File: src/hdl/mpio_pkg.sv
package mpio_pkg;

  // register indices; byte address is four times the index
  localparam int IDX_W = 9;
  localparam logic [IDX_W-1:0] IDX_PB_DATA = 9'h006;
  localparam logic [IDX_W-1:0] IDX_PC_DATA = 9'h007;
  localparam logic [IDX_W-1:0] IDX_PD_DATA = 9'h008;
  localparam logic [IDX_W-1:0] IDX_INTC = 9'h00b;
  localparam logic [IDX_W-1:0] IDX_OPTION = 9'h081;
  localparam logic [IDX_W-1:0] IDX_PB_DIR = 9'h086;
  localparam logic [IDX_W-1:0] IDX_PC_DIR = 9'h087;
  localparam logic [IDX_W-1:0] IDX_PD_DIR = 9'h088;
  localparam logic [IDX_W-1:0] IDX_SEG_EN = 9'h10d;
  localparam logic [IDX_W-1:0] IDX_UNMAPPED = 9'h1ff;

  // reset values
  localparam logic [7:0] RST_OPTION = 8'hff;
  localparam logic [7:0] RST_PB_DIR = 8'hff;
  localparam logic [5:0] RST_PC_DIR = 6'h3f;
  localparam logic [7:0] RST_PD_DIR = 8'hff;
  localparam logic [7:0] RST_SEG_EN = 8'hff;
  localparam logic [7:0] RST_INTC = 8'h00;
  localparam logic [7:0] RST_LATCH = 8'h00;

  // field positions
  localparam int OPT_PULLUP_N_BIT = 7;
  localparam int INTC_CHANGE_FLAG_BIT = 0;
  localparam int INTC_CHANGE_EN_BIT = 3;
  localparam int SEG_LOW_BIT = 0;
  localparam int SEG_HIGH_BIT = 7;
  localparam int PD_IO_PINS = 5;
  localparam int PB_EXT_INT_BIT = 0;
  localparam int PB_PROG_CLK_BIT = 6;
  localparam int PB_PROG_DATA_BIT = 7;

  typedef enum logic [3:0] {
    PH_IDLE = 4'h1,
    PH_WRITE = 4'h2,
    PH_RD_WAIT = 4'h4,
    PH_RD_DONE = 4'h8
  } mpio_phase_t;

  typedef struct packed {
    mpio_phase_t phase;
    logic [IDX_W-1:0] idx;
    logic [7:0] rdata;
    logic [7:0] pb_lat;
    logic [7:0] pb_dir;
    logic [7:0] opt;
    logic [5:0] pc_lat;
    logic [5:0] pc_dir;
    logic [7:0] pd_lat;
    logic [7:0] pd_dir;
    logic [7:0] seg_en;
    logic [7:0] intc;
    logic [3:0] cmp;
    logic [7:0] pb_s1;
    logic [7:0] pb_s2;
    logic [5:0] pc_s1;
    logic [5:0] pc_s2;
    logic [7:0] pd_s1;
    logic [7:0] pd_s2;
  } mpio_state_t;

endpackage

File: src/hdl/mpio_top.sv
// Our own choice: register access over AHB-Lite.
`timescale 1ns/1ps
////////////////////////////////////////////////////////////////////////////////
// Behaviour
// - port b direction bit set means input
// - option bit 7 low enables pull-ups on all input pins
// - pull-up off on any output pin
// - pull-ups disabled after power-on reset
// - only input pins 7..4 compared
// - mismatches ored into change flag bit 0
// - change event can wake from sleep
// - port b read or write refreshes latch
// - flag keeps setting while mismatch persists
// - pin 0 ext int, 6/7 programming
// - port c six pins, own directions
// - peripheral may override port c direction
// - port c pins carry peripheral functions
// - port c upper two bits read zero
// - port d pins 0-4 io, 5-7 input
// - port d direction only pins 0-4 digital
// - port d starts on lcd function
// - segment enable overrides direction bits
// - port d direction resets to all ones
module mpio_top
  import mpio_pkg::*;
(
  input wire logic i_clock,
  input wire logic i_rst,
  input wire logic i_soft_rst,
  input wire logic i_hsel,
  input wire logic [31:0] i_haddr,
  input wire logic [1:0] i_htrans,
  input wire logic i_hwrite,
  input wire logic [2:0] i_hsize,
  input wire logic [31:0] i_hwdata,
  input wire logic i_hready,
  output logic o_hreadyout,
  output logic o_hresp,
  output logic [31:0] o_hrdata,
  input wire logic [7:0] i_pb_pin,
  output logic [7:0] o_pb_out,
  output logic [7:0] o_pb_oe,
  output logic [7:0] o_pb_pullup,
  input wire logic i_prog_mode,
  input wire logic i_prog_data_out,
  input wire logic i_prog_data_oe,
  output logic o_ext_int,
  output logic o_prog_clock,
  output logic o_prog_data,
  output logic o_port_change,
  output logic o_wake,
  output logic [7:0] o_option,
  input wire logic [5:0] i_pc_pin,
  output logic [5:0] o_pc_out,
  output logic [5:0] o_pc_oe,
  input wire logic [5:0] i_pc_ovr_en,
  input wire logic [5:0] i_pc_ovr_dir,
  input wire logic [5:0] i_pc_periph_out,
  output logic [5:0] o_pc_in,
  input wire logic [7:0] i_pd_pin,
  output logic [7:0] o_pd_out,
  output logic [7:0] o_pd_oe,
  output logic [7:0] o_pd_lcd_sel
);

  ////////////////////////////////////////////////////////////////////////////////
  mpio_state_t st_r;
  mpio_state_t st_nxt;
  logic addr_take;
  logic [IDX_W-1:0] addr_idx;
  logic mismatch;
  logic [7:0] pb_dir_eff;
  logic [5:0] pc_dir_eff;
  logic [7:0] pd_oe_eff;

  function automatic logic [7:0] rd_mux(input mpio_state_t s, input logic [IDX_W-1:0] idx);
    logic [7:0] v;
    v = 8'h00;
    unique case (idx)
      IDX_PB_DATA: v = s.pb_s2;
      IDX_PC_DATA: v = {2'b00, s.pc_s2};
      IDX_PD_DATA: v = s.pd_s2;
      IDX_INTC: v = s.intc;
      IDX_OPTION: v = s.opt;
      IDX_PB_DIR: v = s.pb_dir;
      IDX_PC_DIR: v = {2'b00, s.pc_dir};
      IDX_PD_DIR: v = s.pd_dir;
      IDX_SEG_EN: v = s.seg_en;
      default: v = 8'h00;
    endcase
    return v;
  endfunction

  ////////////////////////////////////////////////////////////////////////////////
  // bus decode
  assign addr_take = i_hsel && i_htrans[1] && i_hready;
  assign addr_idx = (i_haddr[31:11] == '0) ? i_haddr[10:2] : IDX_UNMAPPED;
  // one wait state on reads so a write just before is visible
  assign o_hreadyout = (st_r.phase != PH_RD_WAIT);
  assign o_hresp = 1'b0;
  assign o_hrdata = {24'h00_0000, st_r.rdata};

  ////////////////////////////////////////////////////////////////////////////////
  // change detection on upper pins that are inputs
  assign mismatch = |((st_r.pb_s2[7:4] ^ st_r.cmp) & pb_dir_eff[7:4]);

  always_comb begin
    st_nxt = st_r;
    st_nxt.pb_s1 = i_pb_pin;
    st_nxt.pb_s2 = st_r.pb_s1;
    st_nxt.pc_s1 = i_pc_pin;
    st_nxt.pc_s2 = st_r.pc_s1;
    st_nxt.pd_s1 = i_pd_pin;
    st_nxt.pd_s2 = st_r.pd_s1;
    if (st_r.phase == PH_WRITE) begin
      unique case (st_r.idx)
        IDX_PB_DATA: begin
          st_nxt.pb_lat = i_hwdata[7:0];
          st_nxt.cmp = st_r.pb_s2[7:4];
        end
        IDX_PC_DATA: st_nxt.pc_lat = i_hwdata[5:0];
        IDX_PD_DATA: st_nxt.pd_lat = i_hwdata[7:0];
        IDX_INTC: st_nxt.intc = i_hwdata[7:0];
        IDX_OPTION: st_nxt.opt = i_hwdata[7:0];
        IDX_PB_DIR: st_nxt.pb_dir = i_hwdata[7:0];
        IDX_PC_DIR: st_nxt.pc_dir = i_hwdata[5:0];
        IDX_PD_DIR: st_nxt.pd_dir = i_hwdata[7:0];
        IDX_SEG_EN: st_nxt.seg_en = i_hwdata[7:0];
        default: st_nxt.idx = st_r.idx;
      endcase
    end
    if (st_r.phase == PH_RD_WAIT) begin
      st_nxt.rdata = rd_mux(st_r, st_r.idx);
      if (st_r.idx == IDX_PB_DATA) begin
        st_nxt.cmp = st_r.pb_s2[7:4];
      end
    end
    unique case (st_r.phase)
      PH_RD_WAIT: st_nxt.phase = PH_RD_DONE;
      PH_IDLE, PH_WRITE, PH_RD_DONE: begin
        if (addr_take) begin
          st_nxt.idx = addr_idx;
          st_nxt.phase = i_hwrite ? PH_WRITE : PH_RD_WAIT;
        end else begin
          st_nxt.phase = PH_IDLE;
        end
      end
      default: st_nxt.phase = PH_IDLE;
    endcase
    // other resets: configuration back to defaults, data latches kept
    if (i_soft_rst) begin
      st_nxt.opt = RST_OPTION;
      st_nxt.pb_dir = RST_PB_DIR;
      st_nxt.pc_dir = RST_PC_DIR;
      st_nxt.pd_dir = RST_PD_DIR;
      st_nxt.seg_en = RST_SEG_EN;
      st_nxt.intc = RST_INTC;
    end
    // set wins over a software clear in the same cycle
    if (mismatch) begin
      st_nxt.intc[INTC_CHANGE_FLAG_BIT] = 1'b1;
    end
  end

  always_ff @(posedge i_clock or posedge i_rst) begin
    if (i_rst) begin
      st_r <= '{phase: PH_IDLE, idx: IDX_UNMAPPED, rdata: 8'h00, pb_lat: RST_LATCH,
                pb_dir: RST_PB_DIR, opt: RST_OPTION, pc_lat: RST_LATCH[5:0], pc_dir: RST_PC_DIR,
                pd_lat: RST_LATCH, pd_dir: RST_PD_DIR, seg_en: RST_SEG_EN, intc: RST_INTC,
                cmp: 4'h0, pb_s1: 8'h00, pb_s2: 8'h00, pc_s1: 6'h00, pc_s2: 6'h00,
                pd_s1: 8'h00, pd_s2: 8'h00};
    end else begin
      st_r <= st_nxt;
    end
  end

  ////////////////////////////////////////////////////////////////////////////////
  // port b pins
  always_comb begin
    pb_dir_eff = st_r.pb_dir;
    if (i_prog_mode) begin
      pb_dir_eff[PB_PROG_CLK_BIT] = 1'b1;
      pb_dir_eff[PB_PROG_DATA_BIT] = ~i_prog_data_oe;
    end
  end

  always_comb begin
    o_pb_out = st_r.pb_lat;
    if (i_prog_mode) begin
      o_pb_out[PB_PROG_DATA_BIT] = i_prog_data_out;
    end
  end

  assign o_pb_oe = ~pb_dir_eff;
  assign o_pb_pullup = {8{~st_r.opt[OPT_PULLUP_N_BIT]}} & pb_dir_eff;
  assign o_ext_int = st_r.pb_s2[PB_EXT_INT_BIT];
  assign o_prog_clock = st_r.pb_s2[PB_PROG_CLK_BIT];
  assign o_prog_data = st_r.pb_s2[PB_PROG_DATA_BIT];
  assign o_port_change = st_r.intc[INTC_CHANGE_FLAG_BIT];
  assign o_wake = st_r.intc[INTC_CHANGE_FLAG_BIT] & st_r.intc[INTC_CHANGE_EN_BIT];
  assign o_option = st_r.opt;

  ////////////////////////////////////////////////////////////////////////////////
  // port c pins, peripherals may take over direction and data
  always_comb begin
    pc_dir_eff = st_r.pc_dir;
    o_pc_out = st_r.pc_lat;
    for (int i = 0; i < 6; i++) begin
      if (i_pc_ovr_en[i]) begin
        pc_dir_eff[i] = i_pc_ovr_dir[i];
        o_pc_out[i] = i_pc_periph_out[i];
      end
    end
  end

  assign o_pc_oe = ~pc_dir_eff;
  assign o_pc_in = st_r.pc_s2;

  ////////////////////////////////////////////////////////////////////////////////
  // port d pins, segment enable keeps pins on the lcd
  always_comb begin
    pd_oe_eff = 8'h00;
    o_pd_lcd_sel = 8'h00;
    for (int i = 0; i < 8; i++) begin
      if (i < PD_IO_PINS) begin
        o_pd_lcd_sel[i] = st_r.seg_en[SEG_LOW_BIT];
        pd_oe_eff[i] = ~st_r.seg_en[SEG_LOW_BIT] & ~st_r.pd_dir[i];
      end else begin
        o_pd_lcd_sel[i] = st_r.seg_en[SEG_HIGH_BIT];
      end
    end
  end

  assign o_pd_oe = pd_oe_eff;
  assign o_pd_out = st_r.pd_lat;

  ////////////////////////////////////////////////////////////////////////////////
  // checks
  logic [1:0] boot_cnt_r;

  always_ff @(posedge i_clock or posedge i_rst) begin
    if (i_rst) begin
      boot_cnt_r <= 2'h0;
    end else if (boot_cnt_r != 2'h3) begin
      boot_cnt_r <= boot_cnt_r + 2'h1;
    end
  end
endmodule

File: config.mk
export PLATFORM = sky130hd
export DESIGN_NAME = mpio_top
export DESIGN_NICKNAME = d
export VERILOG_FILES = /design/src/hdl/mpio_pkg.sv /design/src/hdl/mpio_top.sv
export SDC_FILE = /design/constraint.sdc
export NUM_CORES = 1
export LEC_CHECK = 0
export ABC_AREA = 1
export ABC_CLOCK_PERIOD_IN_PS = 8940
export BUFFER_PORTS_ARGS = -buffer_cell sky130_fd_sc_hd__buf_2
export CAP_MARGIN = 30
export CORE_ASPECT_RATIO = 1.2
export CORE_MARGIN = 2
export CORE_UTILIZATION = 50
export CTS_CLUSTER_DIAMETER = 150
export CTS_CLUSTER_SIZE = 28
export DETAILED_ROUTE_END_ITERATION = 8
export HOLD_SLACK_MARGIN = 0.12
export PLACE_DENSITY = 0.92
export REMOVE_ABC_BUFFERS = 1
export SYNTH_ARGS = -nofsm -noshare
export SYNTH_HDL_FRONTEND = slang
export SYNTH_SLANG_ARGS = --single-unit
File: constraint.sdc
create_clock -name i_clock -period 8.94 [get_ports i_clock]
set_clock_uncertainty 0.2 [all_clocks]
set_input_delay 2.682 -clock i_clock [delete_from_list [all_inputs] [get_ports i_clock]]
set_output_delay 2.682 -clock i_clock [all_outputs]
set_load 0.005 [all_outputs]
**Word-level counts from Yosys, hierarchy flattened**

Index checks and enable logic that the tools add are counted.

- Flip-flop bits (word level): 137
- Input bits: 118
- Output and inout bits: 113
- Word-level logic and storage cells: 113

- Eq/ne operators: 14
- Multiplexer cells: 35
- Bitwise logic cells: 19
- Reductions and logical operators: 25

Operators with widths:

| kind | count |
|---|---|
| $pmux W8 S9 | 1 |
| $mux W64 | 1 |
| $mux W8 | 6 |
| $eq A9 B8 Y1 const B | 4 |
| $mux W24 | 1 |
| $reduce_and A2 Y1 | 11 |
| $logic_not A21 Y1 | 1 |
| $eq A9 B3 Y1 const B | 2 |
| $eq A9 B4 Y1 const B | 2 |
| $mux W6 | 3 |
| $mux W16 | 1 |
| $mux W1 | 14 |
| $reduce_bool A2 Y1 | 7 |
| $mux W4 | 3 |
| $eq A9 B9 Y1 const B | 1 |
| $mux W9 | 1 |
| $and A8 B8 Y8 | 1 |
| $not A1 Y1 | 8 |
| $not A8 Y8 | 1 |
| $pmux W4 S2 | 1 |
| $and A1 B1 Y1 | 6 |
| $mux W3 | 2 |
| $not A6 Y6 | 1 |
| $reduce_bool A3 Y1 | 2 |
| other kinds (11) | 12 |

**Depth between registers and ports, before layout**

Gate-level depths: netlist of run 1.

- Depth in word-level cells: 6
- Mapped depth: 11

**Worst setup path before layout of run 1**

No wires, ideal clock.

- Path kind: in2out
- Start: input i_prog_mode
- End: output o_pb_pullup[7]
- Arrival: 3.047 ns
- Required time: 6.058 ns
- Setup slack: 3.011 ns
- Stages on the path: 2
- Cell sequence: o21ai_0 -> nor2_1

- Longest elaborated chain between the ends: 2

RTL lines:

| element | line | RTL |
|---|---|---|
| from (decl) | mpio_top.sv:44 | `input wire logic i_prog_mode,` |
| $mux W2 | mpio_top.sv:181 | `if (i_prog_mode) begin` |
| $and A8 B8 Y8 | mpio_top.sv:195 | `assign o_pb_pullup = {8{~st_r.opt[OPT_PULLUP_N_BIT]}} & pb_dir_eff;` |
| to (decl) | mpio_top.sv:43 | `output logic [7:0] o_pb_pullup,` |

Every way passes these cells.

**Worst setup path in the final report of run 1**

Same ends and word-level chain as after synthesis.

==> impl_metrics.env, run 1 <==
export IMPL_clkLatencyLatePin_ns=0.41
export IMPL_syn_inst=731
export IMPL_cp_data_required_time_ns=6.06
export IMPL_syn_to_final_growth_pct=18.6
export IMPL_cts_root_buf="clkbuf_16"
export IMPL_p_leak_nw=3.88
export IMPL_reg2reg_to="pb_dir_eff[0]$_DFFE_PP1P_"
export IMPL_die_width_um=108
export IMPL_holdPathStages=0
export IMPL_min_path_type="flop to flop"
export IMPL_setup_ws_ns=2.80
export IMPL_vias=5342
export IMPL_place_inst=1005
export IMPL_start_kind="input port"
export IMPL_r2r_start="st_r[131]$_DFFE_PP1P_"
export IMPL_ys_async_sr_fraction_pct=100
export IMPL_setup_viol=0
export IMPL_finalWeightedCongestion=0.887
export IMPL_p_comb_share_pct=9.3
export IMPL_cts_inserted_buffers=17
export IMPL_pre_cts_ws_ns=2.79
export IMPL_synth_top_cell_area_share_pct=34.1
export IMPL_fin_nets=978
export IMPL_ys_flop_type="dfrtp_1"
export IMPL_sw_frac_of_total_pct=23.1
export IMPL_reg2reg_depth=6
export IMPL_ys_ff_latch=137
export IMPL_pwr_share_clk_pct=48.4
export IMPL_cts_buffer_depth=2
export IMPL_cts_htree_levels=4
export IMPL_top_level_ports=231
export IMPL_seqPwrFrac_pct=42.3
export IMPL_min_from="st_nxt[6]$_DFF_PP0_"
export IMPL_drt_wirelength_per_cell_um=15.7
export IMPL_p_int_mw=1.28
export IMPL_holdBufCountCts=0
export IMPL_worst_pin_slew_ns=0.891
export IMPL_cellPowerDensity_nw_per_um2=216
export IMPL_antenna_found_initial=0
export IMPL_dr_pass1_iters=6
export IMPL_hpwl_mm=11.7
export IMPL_rsz0062_at_grt="no"
export IMPL_period_needed_ns=6.14
export IMPL_cts_tree="built"
export IMPL_r2r_slack_ns=6.46
export IMPL_cp_arrival_ns=3.26
export IMPL_yosysUniqueCellTypes=36
export IMPL_postSynthAreaPerCell_um2=8.93
export IMPL_path_clk_slew_ns=0.05
export IMPL_synth_area_leaders="dfrtp_1 34%, dfstp_2 19%, nand2_1 9.2%"
export IMPL_post_cts_buffers=0
export IMPL_synth_edff_count=0
export IMPL_ant_nets=0
export IMPL_netlist_area_um2=6530
export IMPL_grt_pass1_vias=5250
export IMPL_portBuffers=172
export IMPL_ir_drop_uv=145
export IMPL_hold_end="st_r[6]$_DFF_PP0_"
export IMPL_final_common_cell="buf_2"
export IMPL_period_share_pct=68.7
export IMPL_dieHeight_um=129
export IMPL_yosysTopAreaCell="dfrtp_1"
export IMPL_fmax_mhz=163
export IMPL_overflow=0
export IMPL_n_antenna_cell=0
export IMPL_dr_first_iter_drc_count=533
export IMPL_crit_type="input port to output port"
export IMPL_cts_resized=0
export IMPL_wirelength_mm=16.2
export IMPL_rows=45
export IMPL_p_switching_mw=0.386
export IMPL_fin_cells=1037
export IMPL_fin_total_pwr_mw=1.67
export IMPL_core_um2=12700
export IMPL_cap_violations=0
export IMPL_grt_pass1_wl_mm=25.7
export IMPL_relSlewSlack_pct=40.6
export IMPL_slew_violations=0
export IMPL_hold_violations=0
export IMPL_ys_seq_area_share_pct=53.4
export IMPL_cp_max_fo=4
export IMPL_start_util_pct=51.3
export IMPL_endpoint_kind="output port"
export IMPL_clock_sinks=137
export IMPL_drive_gt1_share_pct=33.7
export IMPL_fin_setup_tns_ns=0
export IMPL_grt_start_max_net_pins=75
export IMPL_routed_via_density=5.15
export IMPL_status="finished clean"
export IMPL_yosysWarnings=0
export IMPL_track_usage_pct=24.2
export IMPL_fin_util_pct=60.9
export IMPL_die_area_um2=14000
export IMPL_drc_errors=0
export IMPL_layout_cells_most_common_list="172 x buf_2, 160 x nand2_1, 89 x dfrtp_1"
-- metrics by stage --
stage | hold slack [ns] | cell area, µm²
final | 0.143 | 7740
after global routing | 0.150 | 7740
after CTS | 0.144 | 7740
after detailed placement | 0.135 | 7050
after global placement | 0.131 | 7050
after floorplan | 0.131 | 5960
-- sequential cells by signal (all words and copies together), names as in the netlist, 2 cells and up, named ones only --
signal and count:
o_hrdata 8, o_option 8, o_pb_out 7, o_pc_in 6, o_pd_lcd_sel 2, o_pd_out 8, pb_dir_eff 6, st_nxt 22
st_r 62
-- cell usage after synthesis, drive strengths merged, types with 4 or more instances --
library cell / count
a21oi: 23
buf: 89
dfrtp: 89
dfstp: 48
inv: 61
mux2: 7
mux2i: 4
nand2: 165
nand3: 47
nor2: 86
nor3: 5
o21ai: 84
o31ai: 5
or2: 4
-- power groups by stage --
stage / clock network [mW] / registers [mW] / logic (mW)
after floorplan: 0 / 0.706 / 0.0855
final: 0.808 / 0.706 / 0.156
after global routing: 0.843 / 0.710 / 0.174
after detailed placement: 0 / 0.714 / 0.154
after CTS: 0.818 / 0.705 / 0.156
after global placement: 0 / 0.712 / 0.149
-- worst max-delay path by stage --
stage | from | depth (start not counted) | end
after global placement | i_pc_ovr_en[1] | 3 | o_pc_out[1]
after floorplan | i_rst | 1 | async pin
after detailed placement | i_pc_ovr_en[1] | 3 | o_pc_out[1]
final | i_prog_mode | 4 | o_pb_pullup[7]
after CTS | i_pc_ovr_en[1] | 3 | o_pc_out[1]
after global routing | i_prog_mode | 4 | o_pb_pullup[7]
-- cells by family after synthesis --
kind of cell    after synthesis  share of synthesized area [%]
simple gates                311                           20.5
flops                       137                           53.4
mux                          11                           1.82
compound gates              117                           10.3
other cells                   1                         0.0574
xor+xnor                      1                          0.134
buf+inv                     153                           13.8
-- layout make-up --
| type | instances | area, µm² |
|---|---|---|
| fillers | 1077 | 4980 |
| flip-flops and latches | 137 | 3490 |
| multi-input cells | 468 | 2240 |
| repair buffers | 175 | 883 |
| clock buffers | 21 | 480 |
| inverters | 61 | 231 |
| clock inverters | 11 | 215 |
| well taps | 164 | 205 |
-- worst max-delay path: stages --
cell     delay (ns)
buf_2          0.13
o21ai_0        0.25
nor2_1         0.07
buf_2          0.13
-- metal layers --
layer  up-vias  share of wire (%)  track usage (%)
met5         -                  0                0
met3        50                9.6             6.24
met2       311                 49             40.2
met4         0                3.4             12.4
met1      2466                 38             29.0
li1       2515                  -                -
Power figures use the tool's default switching activity.
==> inputs of run 2 (changes only) <==
--- a/config.mk
+++ b/config.mk
@@ -6,7 +6,7 @@
 export NUM_CORES = 1
 export LEC_CHECK = 0
 export ABC_AREA = 1
-export ABC_CLOCK_PERIOD_IN_PS = 8940
+export ABC_CLOCK_PERIOD_IN_PS = 5800
 export BUFFER_PORTS_ARGS = -buffer_cell sky130_fd_sc_hd__buf_2
 export CAP_MARGIN = 30
 export CORE_ASPECT_RATIO = 1.2
==> constraint.sdc (replaced) <==
create_clock -name i_clock -period 5.8 [get_ports i_clock]
set_clock_uncertainty 0.2 [all_clocks]
set_input_delay 1.74 -clock i_clock [delete_from_list [all_inputs] [get_ports i_clock]]
set_output_delay 1.74 -clock i_clock [all_outputs]
set_load 0.005 [all_outputs]
==> impl_metrics.env, run 2 (synthesis gave the netlist of run 1 again) <==
export IMPL_cts_resized=0
export IMPL_dieHeight_um=129
export IMPL_period_share_pct=73.3
export IMPL_setup_viol=0
export IMPL_cp_data_required_time_ns=3.86
export IMPL_grt_pass1_vias=5254
export IMPL_grt_util_met3_pct=6.84
export IMPL_fill_cells=1082
export IMPL_crit_type="input port to output port"
export IMPL_cp_max_fo=2
export IMPL_n_antenna_cell=0
export IMPL_portBuffers=172
export IMPL_cp_arrival_ns=2.31
export IMPL_core_um2=12700
export IMPL_drive_gt1_share_pct=33.6
export IMPL_largest_register="st_r"
export IMPL_grt_pass1_wl_mm=25.8
export IMPL_fin_nets=979
export IMPL_routed_via_density=5.23
export IMPL_ir_drop_uv=193
export IMPL_fin_util_pct=60.6
export IMPL_pwr_share_clk_pct=47.4
export IMPL_track_usage_pct=24.2
export IMPL_period_needed_ns=4.25
export IMPL_wirelength_mm=16.5
export IMPL_top_level_ports=231
export IMPL_cts_htree_levels=4
export IMPL_p_leak_nw=3.87
export IMPL_syn_to_final_growth_pct=18.1
export IMPL_grt_busiest_layer="met2"
export IMPL_fin_setup_tns_ns=0
export IMPL_sw_frac_of_total_pct=23.7
export IMPL_path_clk_slew_ns=0.05
export IMPL_layout_cells_most_common_list="172 x buf_2, 160 x nand2_1, 89 x dfrtp_1"
export IMPL_rsz0062_at_grt="no"
export IMPL_holdWs_ns=0.144
export IMPL_fmax_mhz=235
export IMPL_clock_sinks=137
export IMPL_cellPowerDensity_nw_per_um2=328
export IMPL_relSlewSlack_pct=44.1
export IMPL_dpl_instance_area_um2=7060
export IMPL_start_util_pct=51.3
export IMPL_dr_first_iter_drc_count=547
export IMPL_final_common_cell="buf_2"
export IMPL_hold_violations=0
export IMPL_multi_input_area_um2=2240
export IMPL_min_path_type="flop to flop"
export IMPL_place_inst=1006
export IMPL_die_width_um=108
export IMPL_reg2reg_depth=6
export IMPL_p_switching_mw=0.600
export IMPL_clkLatencyLatePin_ns=0.43
export IMPL_cts_inserted_buffers=17
export IMPL_hpwl_mm=11.9
export IMPL_holdPathStages=0
export IMPL_cts_buffer_depth=2
export IMPL_largest_register_ffs=62
export IMPL_status="finished clean"
export IMPL_seqPwrFrac_pct=43.0
export IMPL_cts_root_buf="clkbuf_16"
export IMPL_start_kind="input port"
export IMPL_fin_cells=1037
export IMPL_final_seq_area_um2=3490
export IMPL_dr_pass1_iters=6
export IMPL_antenna_found_initial=0
export IMPL_ant_nets=0
export IMPL_die_area_um2=14000
export IMPL_use_met2_pct=39.5
export IMPL_p_comb_share_pct=9.5
export IMPL_p_int_mw=1.93
export IMPL_rows=45
export IMPL_drc_errors=0
export IMPL_cap_violations=0
export IMPL_drt_wirelength_per_cell_um=15.9
export IMPL_cts_tree="built"
export IMPL_overflow=0
export IMPL_holdBufCountCts=0
export IMPL_slew_violations=0
export IMPL_endpoint_kind="output port"
export IMPL_finalWeightedCongestion=0.906
export IMPL_worst_pin_slew_ns=0.839
export IMPL_grtUsageMet1_pct=29.9
export IMPL_fin_area_um2=7710
export IMPL_vias=5426
export IMPL_post_cts_buffers=0
export IMPL_grt_start_max_net_pins=73
run 2: cell count changes in the layout (fill, tap and decap cells not counted), sizes merged:
cell      change
clkbuf        -3
clkinv        +3
buf           +1
clkinvlp      -1
run 2: through the flow:
step | power (mW) | setup slack, ns
2_1_floorplan | 1.22 | 0.272
3_3_place_gp | 1.33 | 1.53
3_5_place_dp | 1.34 | 1.53
4_1_cts | 2.54 | 1.53
5_1_grt | 2.62 | 1.50
6_report | 2.53 | 1.55
run 2: final timing paths:
kind,from,endpoint,slack (ns)
hold / removal,st_nxt[29]$_DFF_PP0_,st_r[29]$_DFF_PP0_,0.14
setup / recovery,i_pc_ovr_en[1],o_pc_out[1],1.55
hold reg to reg,st_nxt[29]$_DFF_PP0_,st_r[29]$_DFF_PP0_,0.14
setup reg to reg,st_r[131]$_DFFE_PP1P_,pb_dir_eff[1]$_DFFE_PP1P_,3.25
max in group asynchronous,i_rst,st_r[85]$_DFFE_PP1P_,3.07
min in group asynchronous,i_rst,st_nxt[33]$_DFF_PP0_,1.29
run 2: routing by layer:
metal	vias to the layer above	wire, µm
met5	-	0
met4	0	521
met3	51	1560
met2	327	8020
met1	2537	6420
li1	2511	-
run 2: worst max-delay path, stage by stage:
cell	delay (ns)
buf_2	0.10
mux2_2	0.34
buf_2	0.13
run 2: power by group through the flow:
stage          Sequential [mW]  Clock (mW)  Combinational (mW)
2_1_floorplan             1.09           0               0.132
3_3_place_gp              1.10           0               0.231
5_1_grt                   1.09        1.26               0.270
3_5_place_dp              1.10           0               0.238
4_1_cts                   1.09        1.22               0.240
6_report                  1.09        1.20               0.241
run 2: layout make-up:
type,instances,share of cell area (%)
Tap cell,164,2.66
Sequential cell,137,45.2
Timing Repair Buffer,176,11.6
Clock inverter,13,2.94
Clock buffer,18,5.57
Inverter,61,3.00
Multi-Input combinational cell,468,29.0
==> inputs of run 3 (changes only) <==
--- a/config.mk
+++ b/config.mk
@@ -5,18 +5,18 @@
 export SDC_FILE = /design/constraint.sdc
 export NUM_CORES = 1
 export LEC_CHECK = 0
-export ABC_AREA = 1
-export ABC_CLOCK_PERIOD_IN_PS = 5800
+export ABC_AREA = 0
+export ABC_CLOCK_PERIOD_IN_PS = 3800
 export BUFFER_PORTS_ARGS = -buffer_cell sky130_fd_sc_hd__buf_2
 export CAP_MARGIN = 30
 export CORE_ASPECT_RATIO = 1.2
 export CORE_MARGIN = 2
-export CORE_UTILIZATION = 50
+export CORE_UTILIZATION = 45
 export CTS_CLUSTER_DIAMETER = 150
 export CTS_CLUSTER_SIZE = 28
 export DETAILED_ROUTE_END_ITERATION = 8
 export HOLD_SLACK_MARGIN = 0.12
-export PLACE_DENSITY = 0.92
+export PLACE_DENSITY = 0.88
 export REMOVE_ABC_BUFFERS = 1
 export SYNTH_ARGS = -nofsm -noshare
 export SYNTH_HDL_FRONTEND = slang
==> constraint.sdc (replaced) <==
create_clock -name i_clock -period 3.8 [get_ports i_clock]
set_clock_uncertainty 0.2 [all_clocks]
set_input_delay 1.14 -clock i_clock [delete_from_list [all_inputs] [get_ports i_clock]]
set_output_delay 1.14 -clock i_clock [all_outputs]
set_load 0.005 [all_outputs]
==> impl_metrics.env, run 3 <==
export IMPL_crit_type="flop to output port"
export IMPL_cpMaxStageDelayCell="or4b_2"
export IMPL_drive_gt1_share_pct=42.3
export IMPL_synth_edff_count=0
export IMPL_cap_violations=0
export IMPL_grt_pass1_vias=4605
export IMPL_clkLatencyLatePin_ns=0.42
export IMPL_cp_data_required_time_ns=2.46
export IMPL_die_area_um2=15400
export IMPL_cellPowerDensity_nw_per_um2=430
export IMPL_dr_first_iter_drc_count=435
export IMPL_core_um2=14200
export IMPL_top_level_ports=231
export IMPL_cp_max_fo=14
export IMPL_yosysWarnings=0
export IMPL_vias=4854
export IMPL_setup_ws_ns=0.540
export IMPL_n_antenna_cell=0
export IMPL_layout_cells_most_common_list="172 x buf_2, 89 x dfrtp_1, 48 x dfstp_2"
export IMPL_status="finished clean"
export IMPL_finalWeightedCongestion=0.884
export IMPL_period_needed_ns=3.26
export IMPL_start_kind="flop"
export IMPL_yosysTopAreaCell="dfrtp_1"
export IMPL_p_leak_nw=3.77
export IMPL_portBuffers=172
export IMPL_syn_to_final_growth_pct=18.4
export IMPL_fill_cells=1233
export IMPL_slew_violations=0
export IMPL_dr_pass1_iters=6
export IMPL_ys_async_sr_fraction_pct=100
export IMPL_yosys_top_cells_count="89 x dfrtp_1, 74 x buf_4, 48 x dfstp_2, 36 x nor2_1, 35 x nand2_1"
export IMPL_antenna_found_initial=0
export IMPL_cts_resized=0
export IMPL_hold_violations=0
export IMPL_period_share_pct=85.8
export IMPL_netlist_area_um2=6480
export IMPL_ys_flop_type="dfrtp_1"
export IMPL_place_inst=853
export IMPL_fin_nets=815
export IMPL_ys_ff_latch=137
export IMPL_post_cts_buffers=0
export IMPL_syn_inst=572
export IMPL_worst_pin_slew_ns=0.850
export IMPL_rsz0062_at_grt="no"
export IMPL_cp_arrival_ns=1.92
export IMPL_routed_via_density=5.48
export IMPL_cp_cell_sequence="or4b_2 > buf_2"
export IMPL_rows=48
export IMPL_setup_viol=0
export IMPL_drc_errors=0
export IMPL_largest_register_ffs=62
export IMPL_grt_pass1_wl_mm=24.4
export IMPL_cts_tree="built"
export IMPL_synth_area_leaders="dfrtp_1 34%, dfstp_2 19%, buf_4 8.6%"
export IMPL_synth_most_common_cell="dfrtp_1"
export IMPL_holdBufCountCts=0
export IMPL_fin_setup_tns_ns=0
export IMPL_drt_wirelength_per_cell_um=17.8
export IMPL_clock_sinks=137
export IMPL_synth_top_cell_area_share_pct=34.3
export IMPL_track_usage_pct=20.7
export IMPL_cts_inserted_buffers=17
export IMPL_hpwl_mm=11.3
export IMPL_grt_start_max_net_pins=45
export IMPL_pre_cts_ws_ns=0.706
export IMPL_ant_nets=0
export IMPL_start_util_pct=45.6
export IMPL_yosysUniqueCellTypes=56
export IMPL_overflow=0
export IMPL_min_path_type="flop to flop"
export IMPL_final_common_cell="buf_2"
export IMPL_fin_util_pct=53.9
export IMPL_die_width_um=114
export IMPL_cts_buffer_depth=2
export IMPL_cts_htree_levels=4
export IMPL_dieHeight_um=135
export IMPL_largest_register="st_r"
export IMPL_relSlewSlack_pct=42.9
export IMPL_ys_seq_area_share_pct=53.8
export IMPL_wirelength_mm=15.8
export IMPL_path_clk_slew_ns=0.06
export IMPL_cts_root_buf="clkbuf_16"
export IMPL_crit_path_max_incr_delay_ns=0.88
export IMPL_fin_cells=885
export IMPL_ir_drop_uv=365
export IMPL_postSynthAreaPerCell_um2=11.3
export IMPL_endpoint_kind="output port"
export IMPL_fmax_mhz=307
[run 3: cell types whose count changed after synthesis, moves of 13 or more]
cell | previous run | this run
a22oi_1 | 0 | 16
o21ai_0 | 74 | 15
mux2_2 | 7 | 34
o211ai_1 | 0 | 13
nor2_1 | 75 | 36
a211o_1 | 0 | 17
inv_1 | 59 | 18
nand3_1 | 46 | 6
nand2_1 | 160 | 35
clkbuf_1 | 3 | 22
mux2i_1 | 4 | 25
and3_1 | 0 | 16
[run 3: logic make-up after synthesis]
family / share of synthesized area [%]
compound gates: 12.2
xor+xnor: 0.675
buf+inv: 11.4
flops: 53.8
mux: 9.76
other cells: 0.0578
simple gates: 12.1
[run 3: path summary, 6_finish.rpt]
path | startpoint | end | slack, ns | depth (start not counted)
worst max-delay path | st_r[134]$_DFF_PP0_ | o_hreadyout | 0.54 | 2
worst min-delay path | st_nxt[4]$_DFF_PP0_ | st_r[4]$_DFF_PP0_ | 0.15 | 0
worst max register to register | st_r[132]$_DFFE_PP1P_ | o_pd_out[2]$_DFFE_PP0P_ | 1.00 | 5
worst min register to register | st_nxt[4]$_DFF_PP0_ | st_r[4]$_DFF_PP0_ | 0.15 | 0
max in group asynchronous | i_rst | st_r[125]$_DFFE_PP1P_ | 2.14 | 3
min in group asynchronous | i_rst | st_nxt[5]$_DFF_PP0_ | 0.50 | 2
[run 3: routing by layer]
metal	wire [µm]	vias to the layer above	part of all wire [%]	track usage (%)
li1	-	2198	-	-
met1	6400	2366	41	26.1
met2	7840	265	50	34.4
met3	1210	25	7.7	5.64
met4	305	0	1.9	7.11
met5	0	-	0	0
[run 3: cell type report]
type	instances	area, µm²	share of cell area [%]
sequential	137	3490	45.4
multi-input combinational	342	2350	30.7
timing repair buffer	181	941	12.3
clock buffer	23	488	6.36
tap	175	219	2.85
clock inverter	9	113	1.47
inverter	18	72.6	0.945
[run 3: where the power goes]
part           internal, mW  switching, mW  total, mW
Clock                  1.04          0.609       1.65
Sequential             1.49         0.0157       1.51
Combinational        0.0606         0.0885      0.149
Total                  2.59          0.713       3.30
[run 3: critical path, delay by kind of cell (launching register included)]
kind,cells,cell delay (ns)
buf+inv,1,0.22
flops,1,0.41
simple gates,1,0.88
[run 3: through the flow]
stage	power [mW]	hold WS (ns)	instance area, µm²
3_3_place_gp	1.68	0.132	7080
2_1_floorplan	1.58	0.131	5910
4_1_cts	3.33	0.147	7680
5_1_grt	3.42	0.155	7680
6_report	3.30	0.146	7680
3_5_place_dp	1.68	0.135	7080
